### src/msr_pkg.sv
// Constants for the schedule register bank
package msr_pkg;
    localparam int NRULE = 4;
    localparam int RIW = 2;
    // Register indices (16-bit holding registers)
    localparam logic [15:0] REG_SCHED_STATE = 16'h0000;
    localparam logic [15:0] REG_SCHED_EN = 16'h0001;
    localparam logic [15:0] REG_RULE_BASE = 16'h0010;
    localparam int RULE_STRIDE_LOG2 = 3;
    // Field offsets within one rule block
    localparam logic [2:0] F_KIND = 3'h0;
    localparam logic [2:0] F_MASK = 3'h1;
    localparam logic [2:0] F_SH = 3'h2;
    localparam logic [2:0] F_SM = 3'h3;
    localparam logic [2:0] F_EH = 3'h4;
    localparam logic [2:0] F_EM = 3'h5;
    localparam logic [2:0] F_SC = 3'h6;
    localparam logic [2:0] F_EC = 3'h7;
    // Rule kind word layout
    localparam int KW_KIND_LSB = 0;
    localparam int KW_BLOCKED = 4;
    localparam int KW_OFF = 14;
    localparam int KW_STATE = 15;
    localparam logic [2:0] KIND_WEEKLY = 3'h1;
    localparam logic [2:0] KIND_MONTH = 3'h2;
    localparam logic [2:0] KIND_YEAR = 3'h3;
    localparam logic [2:0] KIND_DATE = 3'h4;
    localparam logic [2:0] KIND_INTERVAL = 3'h5;
    // Packed time {hour[16:12], minute[11:6], second[5:0]}
    localparam int T_H_LSB = 12;
    localparam int T_M_LSB = 6;
    localparam logic [4:0] HOUR_END_CODE = 5'h18;
    localparam logic [5:0] MIN_LIMIT = 6'h3C;
    localparam logic [4:0] HOUR_LAST = 5'h17;
    localparam logic [5:0] MS_LAST = 6'h3B;
    localparam logic [16:0] T_DAY_END = 17'h17EFB;
    localparam logic [15:0] COMB_DAY_END = 16'h0960;
    localparam logic [15:0] COMB_SCALE = 16'h0064;
    // Configuration selectors
    localparam logic [2:0] CFG_EXPOSE = 3'h0;
    localparam logic [2:0] CFG_COMB = 3'h1;
    localparam logic [2:0] CFG_PORT = 3'h2;
    localparam logic [2:0] CFG_TMO = 3'h3;
    localparam logic [2:0] CFG_RULE = 3'h4;
    // Values after reset
    localparam logic [15:0] TCP_PORT_RST = 16'h01F6;
    localparam logic [15:0] TMO_RST = 16'h03E8;
    localparam logic [16:0] START_RST = 17'h00000;
    localparam logic [16:0] END_RST = 17'h17EFB;
    localparam logic [6:0] MASK_RST = 7'h00;
    localparam logic [2:0] KIND_RST = 3'h1;
endpackage

### src/msr_bank.sv
// Schedule register bank exposed as 16-bit slave holding registers
// Behaviour
// - Every register is one addressed 16-bit word
// - Expose only while slave off; rule set fixed
// - Slave enabled locks all mapping configuration
// - Invalid write discarded; late start pushes end
// - Hour 24 into end gives 23:59:59
// - Combined mode: one hour*100+minute register
// - Above 2400 stores 23:59:59; reads 2400
// - Combined minute 60+ stores hh:59:59
// - Stored hh:59:59 reads hh60 below 23
// - Schedule state reads one while output on
// - Enable zero forces schedule state zero
// - Kind field bits 0..2, codes 1..5
// - Bit 3 reserved, bit 4 blocked, 5..13 zero
// - Bit 14 off-rule, bit 15 in effect
// - Off-rule state one when it permits activity
// - State = OR of on terms AND off terms
// - Weekday mask bit 0 Monday to 6 Sunday
// - TCP port defaults 502, configurable
// - Answer as early as possible, before timeout
`timescale 1ns/1ns
module msr_bank (
    input wire logic clk,
    input wire logic rst_n,
    input wire logic slave_en,
    input wire logic cfg_wr,
    input wire logic [2:0] cfg_sel,
    input wire logic [1:0] cfg_rule,
    input wire logic [15:0] cfg_data,
    output logic cfg_refused,
    output logic [15:0] tcp_port,
    output logic [15:0] resp_timeout,
    output logic exposed,
    output logic comb_mode,
    input wire logic req_valid,
    input wire logic req_write,
    input wire logic [15:0] req_addr,
    input wire logic [15:0] req_wdata,
    output logic rsp_valid,
    output logic rsp_exc,
    output logic [15:0] rsp_data,
    input wire logic [2:0] now_day,
    input wire logic [16:0] now_time,
    input wire logic [3:0] ext_hit,
    output logic sched_on
);
    localparam int N = msr_pkg::NRULE;

    logic expose_r;
    logic comb_r;
    logic [15:0] port_r;
    logic [15:0] tmo_r;
    logic sched_en_r;
    logic sched_on_r;
    logic [2:0] kind_r [N];
    logic off_r [N];
    logic blk_r [N];
    logic [6:0] mask_r [N];
    logic [16:0] start_r [N];
    logic [16:0] end_r [N];
    logic rsp_valid_r;
    logic rsp_exc_r;
    logic [15:0] rsp_data_r;

    // Packed time helpers
    function automatic logic [16:0] hms(input logic [4:0] h,
                                        input logic [5:0] m,
                                        input logic [5:0] s);
        hms = {h, m, s};
    endfunction

    function automatic logic [16:0] inc_sec(input logic [16:0] t);
        logic [4:0] h;
        logic [5:0] m;
        logic [5:0] s;
        h = t[16:12];
        m = t[11:6];
        s = t[5:0];
        if (s != msr_pkg::MS_LAST) begin
            s = s + 6'h01;
        end else begin
            s = 6'h00;
            if (m != msr_pkg::MS_LAST) begin
                m = m + 6'h01;
            end else begin
                m = 6'h00;
                h = h + 5'h01;
            end
        end
        inc_sec = {h, m, s};
    endfunction

    // Combined decimal value to packed time
    function automatic logic [16:0] comb_to_t(input logic [15:0] v);
        logic [15:0] q;
        logic [15:0] r;
        q = v / msr_pkg::COMB_SCALE;
        r = v % msr_pkg::COMB_SCALE;
        if (v >= msr_pkg::COMB_DAY_END) begin
            comb_to_t = msr_pkg::T_DAY_END;
        end else if (r >= 16'(msr_pkg::MIN_LIMIT)) begin
            comb_to_t = hms(q[4:0], msr_pkg::MS_LAST,
                            msr_pkg::MS_LAST);
        end else begin
            comb_to_t = hms(q[4:0], r[5:0], 6'h00);
        end
    endfunction

    // Packed time to combined decimal value
    function automatic logic [15:0] t_to_comb(input logic [16:0] t);
        logic [15:0] hh;
        logic [15:0] mm;
        hh = 16'(t[16:12]) * msr_pkg::COMB_SCALE;
        mm = 16'(t[11:6]);
        if (t == msr_pkg::T_DAY_END) begin
            t_to_comb = msr_pkg::COMB_DAY_END;
        end else if (t[11:6] == msr_pkg::MS_LAST &&
                     t[5:0] == msr_pkg::MS_LAST &&
                     t[16:12] < msr_pkg::HOUR_LAST) begin
            t_to_comb = hh + 16'(msr_pkg::MIN_LIMIT);
        end else begin
            t_to_comb = hh + mm;
        end
    endfunction

    // Address decode
    wire in_rules = req_addr >= msr_pkg::REG_RULE_BASE &&
        req_addr < msr_pkg::REG_RULE_BASE + 16'(N << 3);
    wire [15:0] roff = req_addr - msr_pkg::REG_RULE_BASE;
    wire [1:0] ri = roff[msr_pkg::RULE_STRIDE_LOG2 +: msr_pkg::RIW];
    wire [2:0] fld = roff[2:0];
    wire sep_fld = fld == msr_pkg::F_SH || fld == msr_pkg::F_SM ||
        fld == msr_pkg::F_EH || fld == msr_pkg::F_EM;
    wire comb_fld = fld == msr_pkg::F_SC || fld == msr_pkg::F_EC;
    wire fld_ok = in_rules && !(comb_r ? sep_fld : comb_fld);
    wire hit_state = req_addr == msr_pkg::REG_SCHED_STATE;
    wire hit_en = req_addr == msr_pkg::REG_SCHED_EN;
    wire mapped = expose_r && (hit_state || hit_en || fld_ok);
    wire ro_hit = hit_state || (in_rules && fld == msr_pkg::F_KIND);
    wire take = req_valid && slave_en;
    wire wr_ok = take && req_write && mapped && !ro_hit;
    wire wr_rule = wr_ok && in_rules;

    // Rule evaluation
    logic [3:0] term;
    logic [3:0] on_m;
    logic [3:0] off_m;
    genvar g;
    generate
        for (g = 0; g < N; g++) begin : g_eval
            wire day_ok = mask_r[g][now_day];
            wire win = now_time >= start_r[g] && now_time <= end_r[g];
            wire wk = kind_r[g] == msr_pkg::KIND_WEEKLY;
            wire hit = wk ? (day_ok && win) : ext_hit[g];
            // Off terms read one when they allow activity
            assign term[g] = off_r[g] ? (blk_r[g] || !hit)
                : (!blk_r[g] && hit);
            assign on_m[g] = !off_r[g] && term[g];
            assign off_m[g] = off_r[g] && !term[g];
        end
    endgenerate
    wire sched_nxt = sched_en_r && (|on_m) && !(|off_m);

    // New time values for a rule write
    wire [16:0] cur_s = start_r[ri];
    wire [16:0] cur_e = end_r[ri];
    wire [4:0] wd_h = req_wdata[4:0];
    wire [5:0] wd_m = req_wdata[5:0];
    wire big_h = |req_wdata[15:5];
    wire big_m = |req_wdata[15:6];
    logic [16:0] new_s;
    logic [16:0] new_e;
    logic wr_start;
    logic val_ok;
    always_comb begin
        new_s = cur_s;
        new_e = cur_e;
        wr_start = 1'b0;
        val_ok = 1'b1;
        case (fld)
            msr_pkg::F_SH: begin
                wr_start = 1'b1;
                val_ok = !big_h && wd_h < msr_pkg::HOUR_END_CODE;
                new_s = hms(wd_h, cur_s[11:6], cur_s[5:0]);
            end
            msr_pkg::F_SM: begin
                wr_start = 1'b1;
                val_ok = !big_m && wd_m < msr_pkg::MIN_LIMIT;
                new_s = hms(cur_s[16:12], wd_m, cur_s[5:0]);
            end
            msr_pkg::F_SC: begin
                wr_start = 1'b1;
                new_s = comb_to_t(req_wdata);
            end
            msr_pkg::F_EH: begin
                if (!big_h && wd_h == msr_pkg::HOUR_END_CODE) begin
                    new_e = msr_pkg::T_DAY_END;
                end else begin
                    val_ok = !big_h && wd_h < msr_pkg::HOUR_END_CODE;
                    new_e = hms(wd_h, cur_e[11:6], cur_e[5:0]);
                end
            end
            msr_pkg::F_EM: begin
                val_ok = !big_m && wd_m < msr_pkg::MIN_LIMIT;
                new_e = hms(cur_e[16:12], wd_m, cur_e[5:0]);
            end
            msr_pkg::F_EC: begin
                new_e = comb_to_t(req_wdata);
            end
            default: begin
                val_ok = 1'b1;
            end
        endcase
        // Start past end drags end to start + 1 s; no room means discard
        if (wr_start && new_s > new_e) begin
            if (new_s == msr_pkg::T_DAY_END) begin
                val_ok = 1'b0;
            end else begin
                new_e = inc_sec(new_s);
            end
        end
        if (!wr_start && new_e < new_s) begin
            val_ok = 1'b0;
        end
    end
    wire time_wr = wr_rule && fld != msr_pkg::F_KIND &&
        fld != msr_pkg::F_MASK && val_ok;
    wire mask_wr = wr_rule && fld == msr_pkg::F_MASK;

    // Read data
    logic [15:0] kind_word;
    logic [15:0] rd_val;
    always_comb begin
        kind_word = 16'h0000;
        kind_word[msr_pkg::KW_KIND_LSB +: 3] = kind_r[ri];
        kind_word[msr_pkg::KW_BLOCKED] = blk_r[ri];
        kind_word[msr_pkg::KW_OFF] = off_r[ri];
        kind_word[msr_pkg::KW_STATE] = term[ri];
        case (fld)
            msr_pkg::F_KIND: rd_val = kind_word;
            msr_pkg::F_MASK: rd_val = {9'h000, mask_r[ri]};
            msr_pkg::F_SH: rd_val = {11'h000, cur_s[16:12]};
            msr_pkg::F_SM: rd_val = {10'h000, cur_s[11:6]};
            msr_pkg::F_EH: rd_val = {11'h000, cur_e[16:12]};
            msr_pkg::F_EM: rd_val = {10'h000, cur_e[11:6]};
            msr_pkg::F_SC: rd_val = t_to_comb(cur_s);
            msr_pkg::F_EC: rd_val = t_to_comb(cur_e);
            default: rd_val = 16'h0000;
        endcase
        if (hit_state) begin
            rd_val = {15'h0000, sched_on_r};
        end else if (hit_en) begin
            rd_val = {15'h0000, sched_en_r};
        end
    end

    // Configuration port, locked while the slave runs
    wire rule_cfg = cfg_sel == msr_pkg::CFG_RULE;
    assign cfg_refused = cfg_wr && (slave_en ||
        (rule_cfg && expose_r));
    wire cfg_ok = cfg_wr && !cfg_refused;

    always_ff @(posedge clk or negedge rst_n) begin
        if (!rst_n) begin
            expose_r <= 1'b0;
            comb_r <= 1'b0;
            port_r <= msr_pkg::TCP_PORT_RST;
            tmo_r <= msr_pkg::TMO_RST;
        end else if (cfg_ok) begin
            if (cfg_sel == msr_pkg::CFG_EXPOSE) begin
                expose_r <= cfg_data[0];
            end
            if (cfg_sel == msr_pkg::CFG_COMB) begin
                comb_r <= cfg_data[0];
            end
            if (cfg_sel == msr_pkg::CFG_PORT) begin
                port_r <= cfg_data;
            end
            if (cfg_sel == msr_pkg::CFG_TMO) begin
                tmo_r <= cfg_data;
            end
        end
    end

    generate
        for (g = 0; g < N; g++) begin : g_rule
            wire sel = ri == 2'(g);
            wire kcfg = cfg_ok && rule_cfg && cfg_rule == 2'(g);
            always_ff @(posedge clk or negedge rst_n) begin
                if (!rst_n) begin
                    kind_r[g] <= msr_pkg::KIND_RST;
                    off_r[g] <= 1'b0;
                    blk_r[g] <= 1'b0;
                end else if (kcfg) begin
                    kind_r[g] <= cfg_data[2:0];
                    blk_r[g] <= cfg_data[msr_pkg::KW_BLOCKED];
                    off_r[g] <= cfg_data[msr_pkg::KW_OFF];
                end
            end
            always_ff @(posedge clk or negedge rst_n) begin
                if (!rst_n) begin
                    mask_r[g] <= msr_pkg::MASK_RST;
                end else if (mask_wr && sel) begin
                    mask_r[g] <= req_wdata[6:0];
                end
            end
            always_ff @(posedge clk or negedge rst_n) begin
                if (!rst_n) begin
                    start_r[g] <= msr_pkg::START_RST;
                    end_r[g] <= msr_pkg::END_RST;
                end else if (time_wr && sel) begin
                    start_r[g] <= new_s;
                    end_r[g] <= new_e;
                end
            end
        end
    endgenerate

    always_ff @(posedge clk or negedge rst_n) begin
        if (!rst_n) begin
            sched_en_r <= 1'b0;
            sched_on_r <= 1'b0;
        end else begin
            if (wr_ok && hit_en) begin
                sched_en_r <= req_wdata[0];
            end
            sched_on_r <= sched_nxt;
        end
    end

    // Every request taken while the slave is enabled is answered on the next edge, well within any timeout
    always_ff @(posedge clk or negedge rst_n) begin
        if (!rst_n) begin
            rsp_valid_r <= 1'b0;
            rsp_exc_r <= 1'b0;
            rsp_data_r <= 16'h0000;
        end else begin
            rsp_valid_r <= take;
            rsp_exc_r <= take && (!mapped ||
                (req_write && (ro_hit || (in_rules && !val_ok))));
            rsp_data_r <= (take && !req_write && mapped) ? rd_val
                : 16'h0000;
        end
    end

    assign rsp_valid = rsp_valid_r;
    assign rsp_exc = rsp_exc_r;
    assign rsp_data = rsp_data_r;
    assign sched_on = sched_on_r;
    assign tcp_port = port_r;
    assign resp_timeout = tmo_r;
    assign exposed = expose_r;
    assign comb_mode = comb_r;
endmodule // msr_bank

### config.mk
export PLATFORM = sky130hd
export DESIGN_NAME = msr_bank
export DESIGN_NICKNAME = d
export VERILOG_FILES = /design/src/msr_pkg.sv /design/src/msr_bank.sv
export SDC_FILE = /design/constraint.sdc
export NUM_CORES = 1
export LEC_CHECK = 0
export BUFFER_PORTS_ARGS = -buffer_cell sky130_fd_sc_hd__buf_2
export CAP_MARGIN = 20
export CORE_AREA = 2 2 240 183
export CTS_BUF_LIST = sky130_fd_sc_hd__clkbuf_8 sky130_fd_sc_hd__clkbuf_16
export CTS_CLUSTER_SIZE = 30
export DETAILED_ROUTE_END_ITERATION = 8
export DIE_AREA = 0 0 242 185
export PLACE_DENSITY = 0.67
export SYNTH_ARGS = -nofsm -noshare
export SYNTH_HDL_FRONTEND = slang
export SYNTH_SLANG_ARGS = --single-unit
### constraint.sdc
create_clock -name clk -period 12.65 [get_ports clk]
set_input_delay 3.795 -clock clk [delete_from_list [all_inputs] [get_ports clk]]
set_output_delay 3.795 -clock clk [all_outputs]
set_load 0.02 [all_outputs]
==> metrics.cfg, run 1 <==
[run_status]
status=finished, violations left
violations=negative setup slack

[finish]
fillers=3474
drive_above_1_share_pct=38.2
area_growth_pct=28.4
regArea_mm2=0.00602
multiInputGateArea_mm2=0.0145
final_cell_area_mm2=0.0269
nets=2886

[yosys]
synth-seq-cells=237
synth_top_cell_area_share_pct=19.6
synth-main-ff-cell=dfrtp_1
synthArstFlopShare_pct=100
synth_area_leader_cell=dfrtp_1
syn-num-nets=2440
netlist_area_mm2=0.0209
synth_seq_area_share_pct=28.8
syn-mean-instance-area_um2=9.84
synth.area.top_cells=dfrtp_1 20%, ha_1 14%, dfstp_2 9.2%
synth-edff-count=0
syn_inst=2127
yosysWarnings=0
netlist-cell-type-count=117

[min_path]
worstHoldStart=resp_timeout[0]
min_path_type=flip-flop to flip-flop
hold_depth=1

[die]
coreArea_mm2=0.0426
start_util_pct=49.1
die_w_um=242
die-area_mm2=0.0448
rows=66
pin_count=137
die_y_um=185

[placement]
port_buffers=135
place_area_mm2=0.0244
place_congestion=0.992
dp_hpwl_mm=52.2

[worst_setup_path]
r2r-start=end_r[34]
max_stage_delay_ns=0.45
start_kind=primary input
required_ns=13.10
cpMaxStageDelayCell=a311oi_1
path_class=primary input to flip-flop
cpMostUsedCell=buf_4
end_kind=flip-flop
path_max_fanout=10
worstPathArrival_ns=14.17
reg2reg_depth=38
critPathLaunch=req_wdata[11]

[cts]
clockRootBuffer=clkbuf_16
cts_sinks=237
postCtsHoldBufs=0
max-clock-path-buffers=3
path_clk_slew_ns=0.06
insertion_delay_ns=0.57
cts_tree=built
numCtsBuffers=25
cts_max_level=1

[timing]
holdWs_ns=0.501
fmax_mhz=72.9
setup-tns-final_ns=-132.18
setup_viol=137
slew_headroom_pct=24.4
post-route-period-util_pct=108
rsz0062_at_grt=true
fin_crit_ns=13.72
fin_ws_ns=-1.07
drv_slew=0
finalHoldViolCount=0
skew_ns=0.0293
worstMarginPinSlew_ns=1.13

[drt]
dr.pass1.iters=6
first_iter_violations=1669
drtAntennaViolNets=0
wirelength_mm=69.4
via_count=19100
via_per_inst=6.01
wl_per_cell_um=21.9
drc=0

[grt]
grt_usage_pct=29.9
grt_max_degree=113
grt_overflow=0
antenna_found_initial=0
grt_pass1_vias=18400
grt_pass1_wl_mm=106

[power_and_ir_drop]
p_total_mw=3.44
vdd_drop_max_v=0.000136
p_leak_nw=12.4
powerDensity_mw_per_mm2=128

[job]
cap_violations=0

==> layout make-up <==
cell class | instances | area share (%)
Clock buffer | 30 | 2.59
Tap cell | 578 | 2.69
Timing Repair Buffer | 508 | 14.9
Multi-Input combinational cell | 1600 | 54.2
Sequential cell | 237 | 22.4
Inverter | 201 | 2.81
Clock inverter | 16 | 0.447
Antenna cell | 1 | 0.00932
==> logic make-up (layout without fill, tap and decap cells) <==
| group | Yosys count | in the layout | synth area share (%) |
|---|---|---|---|
| AOI/OAI and AO/OA | 488 | 489 | 16.6 |
| xor gates and xnor gates | 51 | 51 | 2.30 |
| adders and majority gates | 233 | 233 | 14.1 |
| buffers and inverters | 291 | 755 | 5.73 |
| DFF | 237 | 237 | 28.8 |
| muxes | 300 | 300 | 19.3 |
| other | 1 | 2 | 0.0179 |
| and+or+nand+nor | 526 | 526 | 13.2 |
==> per-layer routing <==
layer	part of all wire, %	global-route usage (%)	vias to the layer above
li1	-	-	8758
met1	46	43.6	9452
met2	43	43.7	711
met3	8.9	8.08	129
met4	2.6	7.14	0
met5	0	0	-
==> cell usage after synthesis (all sizes together), types with 8 or more instances <==
master and count:
nand4 37, xnor2 33, mux2i 92, dfrtp 164, nor2b 48, nor3 34
a211oi 17, and4 9, clkbuf 45, or2 9, ha 226, o31ai 9
o21a 20, o32ai 8, and3 10, inv 198, and2 14, a311oi 8
o22ai 16, a31oi 19, nand2b 35, o21ai 99, a22oi 13, o211ai 22
nor2 119, mux2 157, a21oi 110, nand2 114, a21boi 9, mux4 51
a221oi 10, buf 45, xor2 18, a21o 46, nor4 25, nand3 36
dfstp 73
==> through the flow <==
| stage | setup WS, ns | instances | utilization [%] |
|---|---|---|---|
| 2_1_floorplan | -1.36 | 2127 | - |
| 5_1_grt | -1.66 | 3170 | 63.0 |
| 3_5_place_dp | -1.98 | 3052 | 57.2 |
| 3_3_place_gp | -1.75 | 3052 | 57.2 |
| 6_report | -1.07 | 3171 | 63.0 |
| 4_1_cts | -0.865 | 3134 | 61.0 |
==> final timing paths <==
kind,slack [ns],end
min in group asynchronous,3.28,mask_r[6]
worst max-delay path,-1.07,start_r[0]
max in group asynchronous,7.23,kind_r[10]
worst max register to register,6.51,start_r[0]
worst min-delay path,0.50,resp_timeout[0]
worst min register to register,0.50,resp_timeout[0]
==> timing repair <==
item	CTS	global route
pin swaps	36	38
buffers inserted	34	33
endpoints found under the setup margin	137	137
gates resized for setup	116	110
gates cloned	2	3
==> flip-flops by register name, indices dropped and copies added, names as in the netlist <==
signal        flops
end_r            68
tcp_port         16
rsp_exc           1
kind_r           12
sched_on          1
exposed           1
start_r          68
rsp_data         15
blk_r             4
mask_r           28
rsp_valid         1
sched_en_r        1
resp_timeout     16
comb_mode         1
off_r             4
==> power breakdown <==
part	total, mW	switching, mW	internal (mW)
Combinational	1.88	0.959	0.921
Sequential	0.822	0.0210	0.801
Clock	0.740	0.328	0.412
==> worst max-delay path, delay by kind of cell <==
kind	cells	cell delay, ns
adder cells (fa/ha/maj)	2	0.48
AND/OR/NAND/NOR	14	1.71
AO/OA/AOI/OAI	30	5.42
multiplexers	4	0.94
buffers and inverters	12	1.78
==> placed cells by master, fill, tap and decap left out, types with 51 or more instances in the layout <==
master,count
buf_4,304
ha_1,225
inv_1,203
dfrtp_1,164
buf_2,128
nand2_1,112
nor2_1,111
a21oi_1,97
mux2_2,86
mux2i_1,84
o21ai_0,78
dfstp_2,73
mux2_4,71
mux4_2,51
No activity file was read; power rests on OpenSTA's default activity.
==> inputs of run 2 (changes only) <==
HOLD_SLACK_MARGIN = 0.12   (was default)
SETUP_SLACK_MARGIN = 0.3   (was default)
==> metrics.cfg, run 2 (synthesis results as in run 1) <==
[placement]
place_area_mm2=0.0244
dp.cells=3052
place_congestion=0.992
dp_hpwl_mm=52.2
port_buffers=135

[die]
die-area_mm2=0.0448
die_y_um=185
pin_count=137
coreArea_mm2=0.0426
start_util_pct=49.1
rows=66
die_w_um=242

[grt]
antenna_found_initial=0
grt_pass1_wl_mm=106
grt_overflow=0
grt_max_degree=113
grt_pass1_vias=18400
grt_usage_pct=29.9

[worst_setup_path]
path_max_fanout=7
worstPathArrival_ns=14.16
required_ns=13.09
end_kind=flip-flop
cpMostUsedCell=buf_4
max_stage_delay_ns=0.45
start_kind=primary input
cpMaxStageDelayCell=nor3_1
path_class=primary input to flip-flop

[drt]
wl_met1_mm=31.8
route.met2.wl_mm=29.8
drc=0
wl_met3_mm=6.31
wirelength_mm=69.6
first_iter_violations=1748
dr.max_layer_used=met4
wl_per_cell_um=21.9
dr.pass1.iters=6
via_per_inst=6.01
via_count=19100
drtAntennaViolNets=0

[finish]
drive_above_1_share_pct=38.1
utilization_pct=63.1
final_cell_area_mm2=0.0269
area_growth_pct=28.5
nets=2888
biggestRegsByFlops=end_r (68), start_r (68), mask_r (28)
n_antenna_cell=0
layout_commonest_cell=buf_4
stdcell_count=3172
most-common-layout-cells=302 x buf_4, 225 x ha_1, 203 x inv_1, 164 x dfrtp_1, 128 x buf_2
fillers=3465

[timing]
skew_ns=0.0264
setup_viol=137
fin_ws_ns=-1.07
fin_crit_ns=13.72
post-route-period-util_pct=108
worstMarginPinSlew_ns=1.11
rsz0062_at_grt=true
finalHoldViolCount=0
fmax_mhz=72.9
drv_slew=0
slew_headroom_pct=25.5

[run_status]
status=finished, violations left
violations=negative setup slack

[cts]
cts_tree=built
cts_max_level=1
clockRootBuffer=clkbuf_16
max-clock-path-buffers=3
insertion_delay_ns=0.57
postCtsHoldBufs=0
cts_sinks=237
numCtsBuffers=25
path_clk_slew_ns=0.07

[job]
cap_violations=0

[power_and_ir_drop]
p_comb_share_pct=54.5
switchingPower_mw=1.31
vdd_drop_max_v=0.000134
p_int_mw=2.13
p_total_mw=3.44
powerDensity_mw_per_mm2=128
pwr-share-seq_pct=23.9
swShare_pct=38.1
clock_power_share_pct=21.6
p_leak_nw=12.4

[min_path]
min_path_type=flip-flop to flip-flop

==> run 2: cell count changes in the layout (fill, tap and decap cells not counted), moves of 2 or more <==
cell     previous run  this run
mux2i_1            84        86
buf_4             304       302
mux2i_2             6         3
o21ai_2             7         9
buf_6              45        48
==> run 2: critical path, delay by kind of cell <==
| family | cells | cell delay (ns) |
|---|---|---|
| simple gates | 14 | 1.72 |
| xor+xnor | 1 | 0.19 |
| compound gates | 33 | 5.42 |
| mux | 3 | 0.89 |
| fa+ha+maj | 2 | 0.55 |
| buf+inv | 10 | 1.58 |
==> run 2: layer usage <==
layer  track usage, %  vias to the layer above
met1             43.6                     9462
met3             8.08                      123
met2             43.7                      738
met4             7.14                        0
met5                0                        -
li1                 -                     8754
==> run 2: metrics by stage <==
| stage | setup WS (ns) | hold slack (ns) | TNS, ns |
|---|---|---|---|
| 2_1_floorplan | -1.36 | 0.467 | -172.60 |
| 3_3_place_gp | -1.75 | 0.484 | -224.31 |
| 3_5_place_dp | -1.98 | 0.488 | -256.95 |
| 4_1_cts | -0.865 | 0.502 | -104.38 |
| 5_1_grt | -1.64 | 0.520 | -214.75 |
| 6_report | -1.07 | 0.501 | -135.62 |
==> run 2: final cells by class <==
cell class,instances,area [µm²],area share [%]
Tap cell,578,723,2.69
Sequential cell,237,6020,22.4
Timing Repair Buffer,510,4040,15.0
Clock inverter,16,120,0.447
Multi-Input combinational cell,1600,14500,54.0
Clock buffer,30,694,2.58
Inverter,201,754,2.81
==> run 2: path summary, 6_finish.rpt <==
path	start	to	slack, ns	cells past startpoint
setup / recovery	req_wdata[14]	end_r[32]	-1.07	63
hold / removal	resp_timeout[0]	resp_timeout[0]	0.50	1
setup reg to reg	end_r[34]	end_r[32]	6.56	40
hold reg to reg	resp_timeout[0]	resp_timeout[0]	0.50	1
max in group asynchronous	rst_n	kind_r[10]	7.27	3
min in group asynchronous	rst_n	mask_r[6]	3.26	1
==> run 2: timing repair <==
item                                    in CTS  in global routing
pin swaps                                   36                 33
gates resized for setup                    116                108
endpoints found under the setup margin     137                137
setup buffers                               34                 33
gates cloned                                 2                  4
==> run 2: power by group through the flow <==
stage          clock (mW)  sequential, mW  combinational, mW
6_report            0.742           0.823               1.87
5_1_grt             0.780           0.827               2.00
4_1_cts             0.749           0.822               1.70
3_5_place_dp            0           0.835               1.59
3_3_place_gp            0           0.833               1.57
2_1_floorplan           0           0.865              0.846
